==> config.mk <==
export PLATFORM = sky130hd
export DESIGN_NAME = mls_stall_top
export DESIGN_NICKNAME = d
export VERILOG_FILES = /design/src/rtl/mls_pkg.sv /design/src/rtl/mls_load_if.sv /design/src/rtl/mls_stall_top.sv /design/src/rtl/mls_load_filter.sv
export VERILOG_INCLUDE_DIRS = /design/src /design/src/rtl
export SDC_FILE = /design/constraint.sdc
export NUM_CORES = 1
export LEC_CHECK = 0
export BUFFER_PORTS_ARGS = -buffer_cell sky130_fd_sc_hd__buf_2
export CORE_UTILIZATION = 46
export CTS_CLUSTER_SIZE = 40
export DETAILED_ROUTE_END_ITERATION = 12
export PLACE_DENSITY = 0.73
export SYNTH_ARGS = -nofsm -noshare
export SYNTH_HDL_FRONTEND = slang
export SYNTH_SLANG_ARGS = --single-unit
==> constraint.sdc <==
create_clock -name clk -period 4.4 [get_ports clk]
set_input_delay 0.88 -clock clk [delete_from_list [all_inputs] [get_ports clk]]
set_output_delay 0.88 -clock clk [all_outputs]
set_load 0.01 [all_outputs]
==> src/rtl/mls_defs.svh <==
// Register offsets, field positions, reset values and counts of the load/stall block
`ifndef MLS_DEFS_SVH
`define MLS_DEFS_SVH

// ==========================================================
// Register byte offsets
`define MLS_OFF_SWMODE   8'h00
`define MLS_OFF_LOADCFG  8'h04
`define MLS_OFF_VLOW     8'h08
`define MLS_OFF_ZWAIT    8'h0C
`define MLS_OFF_RSTAT    8'h10
`define MLS_OFF_DSTAT    8'h14
`define MLS_OFF_ISTAT    8'h18
`define MLS_OFF_IMASK    8'h1C

// ==========================================================
// Field positions
`define MLS_SW_STOP_BIT    0
`define MLS_CFG_SGT_LSB    0
`define MLS_CFG_SGT_W      7
`define MLS_CFG_FILT_BIT   8
`define MLS_RSTAT_EVT_BIT  0
`define MLS_DSTAT_STALL_BIT 24
`define MLS_IRQ_STALL_BIT  0
`define MLS_IRQ_UPD_BIT    1
`define MLS_IRQ_W          2

// ==========================================================
// Reset values and counts
`define MLS_RST_SWMODE   1'b0
`define MLS_RST_SGT      7'h00
`define MLS_RST_FILT     1'b0
`define MLS_RST_IMASK    2'h0
`define MLS_SGT_SHIFT    4
`define MLS_FILT_LOG2    2
`define MLS_LOAD_MAX     10'h3FF

`endif

==> src/rtl/mls_pkg.sv <==
// Types shared by the load/stall block
package mls_pkg;

	// ==========================================================
	// Load result word
	typedef logic [9:0] mls_load_t;

	// ==========================================================
	// Stall stop sequence, one-hot
	typedef enum logic [2:0] {
		mls_st_run   = 3'b001,
		mls_st_halt  = 3'b010,
		mls_st_zwait = 3'b100
	} mls_stall_state_t;

endpackage

==> src/rtl/mls_load_if.sv <==
// Carrier between the stall controller and the load averaging filter
interface mls_load_if;
	mls_pkg::mls_load_t sample;        // Compensated per-step load
	logic               sample_valid;  // One pulse per full step
	logic               filt_en;       // Averaging over four steps
	mls_pkg::mls_load_t result;        // Reported load
	logic               result_valid;  // Pulse on each new result

	modport src (output sample, output sample_valid, output filt_en,
		input result, input result_valid);
	modport flt (input sample, input sample_valid, input filt_en,
		output result, output result_valid);
endinterface

==> src/rtl/mls_stall_top.sv <==
// Load measurement and stall stop controller with Avalon-MM registers
//
// Our own choices: the Avalon-MM interface to the registers and the register offsets.
`include "mls_defs.svh"
module mls_stall_top #(
	parameter int VEL_W = 24,   // Width of actual velocity
	parameter int ZW_W  = 16    // Width of zero wait count
) (
	input  wire logic             clk,
	input  wire logic             nrst,
	input  wire logic [7:0]       avs_address,
	input  wire logic             avs_read,
	input  wire logic             avs_write,
	input  wire logic [31:0]      avs_writedata,
	output logic      [31:0]      avs_readdata,
	output logic                  avs_waitrequest,
	input  wire logic             fullstep_pulse,
	input  wire logic [9:0]       raw_load,
	input  wire logic [VEL_W-1:0] actual_velocity,
	output logic                  ramp_halt,
	output logic                  irq
);

	// ==========================================================
	// Elaboration checks
	if (VEL_W < 2 || VEL_W > 31) begin : g_bad_vel
		$error("mls_stall_top: VEL_W out of range");
	end
	if (ZW_W < 1 || ZW_W > 32) begin : g_bad_zw
		$error("mls_stall_top: ZW_W out of range");
	end

	// ==========================================================
	// Declarations
	mls_load_if ld ();                                    // Link to filter

	logic                     stop_en_reg, stop_en_next;  // Stop-on-stall
	logic [6:0]               sgt_reg, sgt_next;          // Stall threshold
	logic                     filt_reg, filt_next;        // Filter enable
	logic [VEL_W-2:0]         vlow_reg, vlow_next;        // Lower velocity limit
	logic [ZW_W-1:0]          zw_reg, zw_next;            // Zero wait length
	logic [1:0]               imask_reg, imask_next;      // Interrupt mask
	logic [1:0]               istat_reg, istat_next;      // Sticky events
	logic                     wait_reg, wait_next;        // Waitrequest
	logic [31:0]              rdata_reg, rdata_next;      // Read data
	logic                     irq_reg, irq_next;          // Interrupt line
	mls_pkg::mls_stall_state_t st_reg, st_next;           // Stop sequence
	logic [ZW_W-1:0]          zcnt_reg, zcnt_next;        // Zero wait count
	logic                     halt_reg, halt_next;        // Ramp halt output
	logic                     vabove_reg, vabove_next;    // Above limit

	logic                     wr_acc, rd_acc;   // Access at acknowledge edge
	logic                     rstat_clr;        // Ramp status read-clear
	logic                     stall_hit;        // Qualified stall this cycle
	logic [VEL_W-2:0]         vel_mag;          // Velocity magnitude
	logic [VEL_W-1:0]         vel_neg;          // Negated velocity, full width
	logic signed [11:0]       comp;             // Threshold-compensated load

	// Address match used by read and write decoding
	function automatic logic hit(input logic [7:0] a, input logic [7:0] off);
		hit = (a == off);
	endfunction

	// ==========================================================
	// Load compensation and filter
	always_comb begin
		// Positive threshold raises the reading, so more torque is needed
		comp = $signed({2'b00, raw_load})
			+ ($signed({{5{sgt_reg[6]}}, sgt_reg}) <<< `MLS_SGT_SHIFT);
		// Clamp into the reported range; heavy load settles at zero
		if (comp < 0) begin
			ld.sample = '0;
		end else if (comp > $signed({2'b00, `MLS_LOAD_MAX})) begin
			ld.sample = `MLS_LOAD_MAX;
		end else begin
			ld.sample = comp[9:0];
		end
	end

	assign ld.sample_valid = fullstep_pulse;
	assign ld.filt_en      = filt_reg;

	mls_load_filter #(
		.FILT_LOG2 (`MLS_FILT_LOG2)
	) u_filter (
		.clk  (clk),
		.nrst (nrst),
		.ld   (ld)
	);

	// ==========================================================
	// Bus slave and register file
	// One wait state: waitrequest drops for one cycle per request
	always_comb begin
		wr_acc     = avs_write && !wait_reg;
		rd_acc     = avs_read && !wait_reg;
		rstat_clr  = rd_acc && hit(avs_address, `MLS_OFF_RSTAT);
		wait_next  = !((avs_read || avs_write) && wait_reg);
		stop_en_next = stop_en_reg;
		sgt_next   = sgt_reg;
		filt_next  = filt_reg;
		vlow_next  = vlow_reg;
		zw_next    = zw_reg;
		imask_next = imask_reg;
		rdata_next = rdata_reg;
		// Writes land at the edge where waitrequest is seen low
		if (wr_acc) begin
			if (hit(avs_address, `MLS_OFF_SWMODE)) begin
				stop_en_next = avs_writedata[`MLS_SW_STOP_BIT];
			end else if (hit(avs_address, `MLS_OFF_LOADCFG)) begin
				sgt_next  = avs_writedata[`MLS_CFG_SGT_LSB +: `MLS_CFG_SGT_W];
				filt_next = avs_writedata[`MLS_CFG_FILT_BIT];
			end else if (hit(avs_address, `MLS_OFF_VLOW)) begin
				vlow_next = avs_writedata[VEL_W-2:0];
			end else if (hit(avs_address, `MLS_OFF_ZWAIT)) begin
				zw_next = avs_writedata[ZW_W-1:0];
			end else if (hit(avs_address, `MLS_OFF_IMASK)) begin
				imask_next = avs_writedata[1:0];
			end
		end
		// Read data prepared while waitrequest is high, stands at acknowledge
		if ((avs_read) && wait_reg) begin
			rdata_next = 32'h0000_0000;
			if (hit(avs_address, `MLS_OFF_SWMODE)) begin
				rdata_next[`MLS_SW_STOP_BIT] = stop_en_reg;
			end else if (hit(avs_address, `MLS_OFF_LOADCFG)) begin
				rdata_next[`MLS_CFG_SGT_LSB +: `MLS_CFG_SGT_W] = sgt_reg;
				rdata_next[`MLS_CFG_FILT_BIT] = filt_reg;
			end else if (hit(avs_address, `MLS_OFF_VLOW)) begin
				rdata_next[VEL_W-2:0] = vlow_reg;
			end else if (hit(avs_address, `MLS_OFF_ZWAIT)) begin
				rdata_next[ZW_W-1:0] = zw_reg;
			end else if (hit(avs_address, `MLS_OFF_RSTAT)) begin
				rdata_next[`MLS_RSTAT_EVT_BIT] = (st_reg == mls_pkg::mls_st_halt);
			end else if (hit(avs_address, `MLS_OFF_DSTAT)) begin
				rdata_next[9:0] = ld.result;
				rdata_next[`MLS_DSTAT_STALL_BIT] = (st_reg == mls_pkg::mls_st_halt);
			end else if (hit(avs_address, `MLS_OFF_ISTAT)) begin
				rdata_next[1:0] = istat_reg;
			end else if (hit(avs_address, `MLS_OFF_IMASK)) begin
				rdata_next[1:0] = imask_reg;
			end
		end
	end

	// Bus registers
	always_ff @(posedge clk or negedge nrst) begin
		if (!nrst) begin
			wait_reg    <= 1'b1;
			rdata_reg   <= 32'h0000_0000;
			stop_en_reg <= `MLS_RST_SWMODE;
			sgt_reg     <= `MLS_RST_SGT;
			filt_reg    <= `MLS_RST_FILT;
			vlow_reg    <= '0;
			zw_reg      <= '0;
			imask_reg   <= `MLS_RST_IMASK;
		end else begin
			wait_reg    <= wait_next;
			rdata_reg   <= rdata_next;
			stop_en_reg <= stop_en_next;
			sgt_reg     <= sgt_next;
			filt_reg    <= filt_next;
			vlow_reg    <= vlow_next;
			zw_reg      <= zw_next;
			imask_reg   <= imask_next;
		end
	end

	// ==========================================================
	// Stall stop sequence and interrupts
	always_comb begin
		// Magnitude of the signed velocity; sign bit dropped
		// Negation kept at full width; a cast cannot be part-selected
		vel_neg = -actual_velocity;
		if (actual_velocity[VEL_W-1]) begin
			vel_mag = vel_neg[VEL_W-2:0];
		end else begin
			vel_mag = actual_velocity[VEL_W-2:0];
		end
		// Low speeds give unreliable readings, so they are ignored
		vabove_next = (vel_mag > vlow_reg);
		// A zero reading while enabled and fast enough is a stall
		stall_hit = ld.result_valid && (ld.result == 10'h000)
			&& vabove_reg && stop_en_reg;
		st_next   = st_reg;
		zcnt_next = zcnt_reg;
		case (st_reg)
			mls_pkg::mls_st_run: begin
				if (stall_hit) begin
					st_next = mls_pkg::mls_st_halt;
				end
			end
			mls_pkg::mls_st_halt: begin
				if (!stop_en_reg) begin
					// Disabling the stop releases at once
					st_next = mls_pkg::mls_st_run;
				end else if (rstat_clr && !stall_hit) begin
					// Read clears the event; a new stall in that cycle wins
					st_next   = mls_pkg::mls_st_zwait;
					zcnt_next = zw_reg;
				end
			end
			mls_pkg::mls_st_zwait: begin
				if (stall_hit) begin
					st_next = mls_pkg::mls_st_halt;
				end else if (!stop_en_reg || zcnt_reg == '0) begin
					st_next = mls_pkg::mls_st_run;
				end else begin
					zcnt_next = zcnt_reg - 1'b1;
				end
			end
			default: begin
				st_next = mls_pkg::mls_st_run;
			end
		endcase
		// Ramp holds velocity at zero while stopped or waiting
		halt_next = (st_next != mls_pkg::mls_st_run);
		// Sticky events; set wins over the read-clear
		istat_next = istat_reg;
		if (rd_acc && hit(avs_address, `MLS_OFF_ISTAT)) begin
			istat_next = 2'h0;
		end
		if (st_reg != mls_pkg::mls_st_halt && st_next == mls_pkg::mls_st_halt) begin
			istat_next[`MLS_IRQ_STALL_BIT] = 1'b1;
		end
		if (ld.result_valid) begin
			istat_next[`MLS_IRQ_UPD_BIT] = 1'b1;
		end
		irq_next = |(istat_next & imask_next);
	end

	// Stall registers
	always_ff @(posedge clk or negedge nrst) begin
		if (!nrst) begin
			st_reg     <= mls_pkg::mls_st_run;
			zcnt_reg   <= '0;
			halt_reg   <= 1'b0;
			vabove_reg <= 1'b0;
			istat_reg  <= 2'h0;
			irq_reg    <= 1'b0;
		end else begin
			st_reg     <= st_next;
			zcnt_reg   <= zcnt_next;
			halt_reg   <= halt_next;
			vabove_reg <= vabove_next;
			istat_reg  <= istat_next;
			irq_reg    <= irq_next;
		end
	end

	assign avs_readdata    = rdata_reg;
	assign avs_waitrequest = wait_reg;
	assign ramp_halt       = halt_reg;
	assign irq             = irq_reg;

endmodule

==> src/rtl/mls_load_filter.sv <==
// Load result filter: pass-through per full step or mean of four steps
`include "mls_defs.svh"
module mls_load_filter #(
	parameter int FILT_LOG2 = `MLS_FILT_LOG2
) (
	input  wire logic clk,
	input  wire logic nrst,
	mls_load_if.flt   ld
);

	// ==========================================================
	// Elaboration check
	if (FILT_LOG2 < 1 || FILT_LOG2 > 4) begin : g_bad_log2
		$error("mls_load_filter: FILT_LOG2 out of range");
	end

	// ==========================================================
	// State
	logic [FILT_LOG2-1:0]    cnt_reg, cnt_next;   // Samples taken in window
	logic [FILT_LOG2+9:0]    sum_reg, sum_next;   // Running sum
	mls_pkg::mls_load_t      res_reg, res_next;   // Held result
	logic                    vld_reg, vld_next;   // Result pulse
	logic [FILT_LOG2+9:0]    total;               // Sum with newest sample

	// Next-state for the averaging window
	always_comb begin
		total    = sum_reg + {{FILT_LOG2{1'b0}}, ld.sample};
		cnt_next = cnt_reg;
		sum_next = sum_reg;
		res_next = res_reg;
		vld_next = 1'b0;
		if (ld.sample_valid) begin
			if (!ld.filt_en) begin
				// Unfiltered: every full step updates
				res_next = ld.sample;
				vld_next = 1'b1;
				cnt_next = '0;
				sum_next = '0;
			end else if (cnt_reg == {FILT_LOG2{1'b1}}) begin
				// Filtered: one result per electrical period
				res_next = total[FILT_LOG2+9:FILT_LOG2];
				vld_next = 1'b1;
				cnt_next = '0;
				sum_next = '0;
			end else begin
				// Still filling the window
				sum_next = total;
				cnt_next = cnt_reg + 1'b1;
			end
		end
	end

	// Registers only
	always_ff @(posedge clk or negedge nrst) begin
		if (!nrst) begin
			cnt_reg <= '0;
			sum_reg <= '0;
			res_reg <= `MLS_LOAD_MAX;
			vld_reg <= 1'b0;
		end else begin
			cnt_reg <= cnt_next;
			sum_reg <= sum_next;
			res_reg <= res_next;
			vld_reg <= vld_next;
		end
	end

	assign ld.result       = res_reg;
	assign ld.result_valid = vld_reg;

endmodule

==> run metrics <==
status completed; worst hold slack between 0.4 and 0.5 ns; Num CTS Buffers 17; Worst R2R Start sgt_reg[0]; PostCTS Resize Cnt 0; worst vdd ir between 0.2 and 0.3 mV; clk_lat worst skew 0.42 ns; Worst slew margin 31.91%; Via Count ~6400; post-cts hold buffer count 0; ANT nets after route 0; worst path bufs/invs 3; Synth Register Bits 124; Min-Delay Startpoint avs_readdata[6]; FMAX 250.0 MHz; power per standard cell area 330.5 mW/mm^2; grt total ovfl 0; Final Setup Violations 0; Final Max Tran Viols 0; Global Route Usage Sum 23.77%; Leak 0.004260 uW; vias in the first global route ~6400; FF-to-FF End u_filter.ld.result[4]; Critical Path, Cell by Cell buf_2 > ha_1 > inv_1 > fa_1 > nand2b_1 > a21oi_1 > o311a_1 > o21bai_1 > and2_1 > ha_1 > fa_1 > a211oi_1 > o21bai_1 > buf_4 > a21oi_1 > xor2_1 > nor2_1 > a221o_1; vias per std cell 5.646; top cell family by delay on the critical path compound AO/OA/AOI/OAI gates; drt total wl 19720 microns; full die area 0.01730 sq mm; sequential cell area 0.003118 sq mm; Die Y roughly 130 microns; Filler cells 1441; area of the multi-input gates 0.004275 sq mm; Seq/Total Area, Yosys 40.39%; WL/cell 17.52 microns; synthesized area 0.007720 sq mm; Crit path largest cell delay ~0.43 ns; Syn Inst Count 796; Cells after DPL 1093; final hold vios 0; synth warn 0; Initial Utilization 47.90%; Hold EP avs_readdata[6]; HP Class reg2reg; critical path's slowest cell fa_1; r2r worst-path depth 17; Max Fanout on Critical Path 4; hpwl dp 14540 microns; initial antenna violation count 1; Net count, final 1019; Tmin final roughly 4.0 ns; final RePlAce weighted congestion 0.8293; CTS tree done; Avg Cell Area, Syn 9.698 sq um; Max Cap Viol 0; setup bufs post-CTS 0; Finished Core Util roughly 56%; worst hold path cell count 2; worst-margin pin slew 1.021 ns; RSZ-0062 raised after global routing no; row count 46; synth unique cells 71; standard cell core area roughly 0.016 sq mm; first-pass GRT wire length 32600 microns; layout cell share with drive strength beyond 1 24.86%; DRC 0; ys flop type dfrtp_1; reg-to-reg slack, setup 0.51 ns; drt pass-1 iters 5; root buf cell clkbuf_16; Post-synth EDFFs 0; P&R area growth vs syn 17.21%; Clock Path Buffers 2; startpoint types primary input; Die W about 130 microns; I/O Buffers 96; largest net degree at the start of global routing 65; Worst Path Required 4.75 ns; H-tree depth 4; CP endpoint kind register; clock-pin slew of the registers on the worst-case setup and hold paths 0.06 ns; max reg flops 24; worst setup path class in2reg; Arrival @ worst endpoint 4.35 ns; period utilisation layout 90.92%; Max Clock Skew 0.01043 ns; DR iter-0 viols 392; Async S/R FF share, synth 100.0%; CTS sink count 124; # IOs 114; post-route insts no fill around 1100
-- synth_stat cells, types with 12 or more instances --
cell type / instances / share of area (%)
dfrtp_1: 112 / 36
nand2_1: 77 / 3.7
nor2_1: 56 / 2.7
a21oi_1: 51 / 3.3
o21ai_0: 51 / 3.3
ha_1: 42 / 6.8
inv_1: 41 / 2.0
mux2_2: 31 / 4.5
xnor2_1: 29 / 3.3
clkbuf_1: 25 / 1.2
mux2_4: 20 / 3.9
o31ai_1: 15 / 1.5
mux2i_1: 13 / 1.7
dfstp_2: 12 / 4.1
-- placed cells by master (no fill, tap or decap), types with 18 or more instances in the layout --
master   synthesis  layout
buf_4            8      18
o21ai_0         51      51
xnor2_1         29      29
nor2_1          56      56
a21oi_1         51      51
buf_2            3      95
inv_1           41      41
ha_1            42      42
nand2_1         77      77
mux2_2          31      31
dfrtp_1        112     112
mux2_4          20      20
-- worst register-to-register path, stage by stage, from the launching register on --
cell,delay [ns]
dfrtp_1,0.40
ha_1,0.19
inv_1,0.06
fa_1,0.38
nand2b_1,0.18
a21oi_1,0.19
o311a_1,0.25
o21bai_1,0.11
and2_1,0.19
ha_1,0.21
fa_1,0.43
a211oi_1,0.24
o21bai_1,0.15
buf_4,0.16
a21oi_1,0.16
xor2_1,0.22
nor2_1,0.06
a221o_1,0.26
-- power by group --
| part | internal, uW | switching, uW |
|---|---|---|
| combinational | 141 | 190 |
| sequential | 1180 | 29.9 |
| clock | 899 | 555 |
-- cell families (layout without fill, tap and decap cells) --
logic type	count (synthesis)	count (layout)	synth area share, %
AO/OA/AOI/OAI	220	220	18.56
XOR/XNOR	34	34	3.857
adder cells (fa/ha/maj)	44	44	7.326
buffers and inverters	81	187	4.570
flip-flops	124	124	40.39
multiplexers	66	66	10.68
other	1	9	0.04858
AND/OR/NAND/NOR	226	226	14.57
-- area by class of cell --
cell class	count	area share, %
well taps	216	2.987
multi-input cells	598	47.25
clock buffers	17	4.701
repair buffers	113	6.748
clock inverters	15	2.088
diodes	1	0.02765
flip-flops and latches	124	34.46
inverters	42	1.742
-- stage by stage --
stage                     power, uW  setup TNS, ns  instance area [sq um]  setup slack (ns)
after floorplan                1421              0                   7746            0.2013
after global routing           3117              0                   9049            0.1725
after detailed placement       1555       -0.03451                   8432          -0.02086
after CTS                      3013              0                   9046            0.4127
final                          2990              0                   9049            0.3995
after global placement         1546              0                   8432           0.05841
-- worst max-delay path by stage --
stage / endpoint / start / depth (start not counted) / slack [ns]
after floorplan: u_filter.ld.result[8] / raw_load[4] / 16 / 0.20
final: u_filter.ld.result[4] / raw_load[4] / 18 / 0.40
after global placement: u_filter.ld.result[4] / raw_load[4] / 18 / 0.06
after global routing: u_filter.ld.result[8] / raw_load[4] / 17 / 0.17
after CTS: u_filter.ld.result[4] / raw_load[4] / 18 / 0.41
after detailed placement: u_filter.ld.result[4] / raw_load[4] / 18 / -0.02
-- layer usage --
| metal | track usage [%] | vias up | wire length, microns |
|---|---|---|---|
| li1 | - | 3090 | - |
| met1 | 29.57 | 3083 | 8453 |
| met2 | 40.12 | 149 | 10000 |
| met3 | 5.478 | 35 | 799 |
| met4 | 8.592 | 0 | 469 |
| met5 | 0 | - | 0 |
Note: power is estimated with default switching activity, not from simulation.
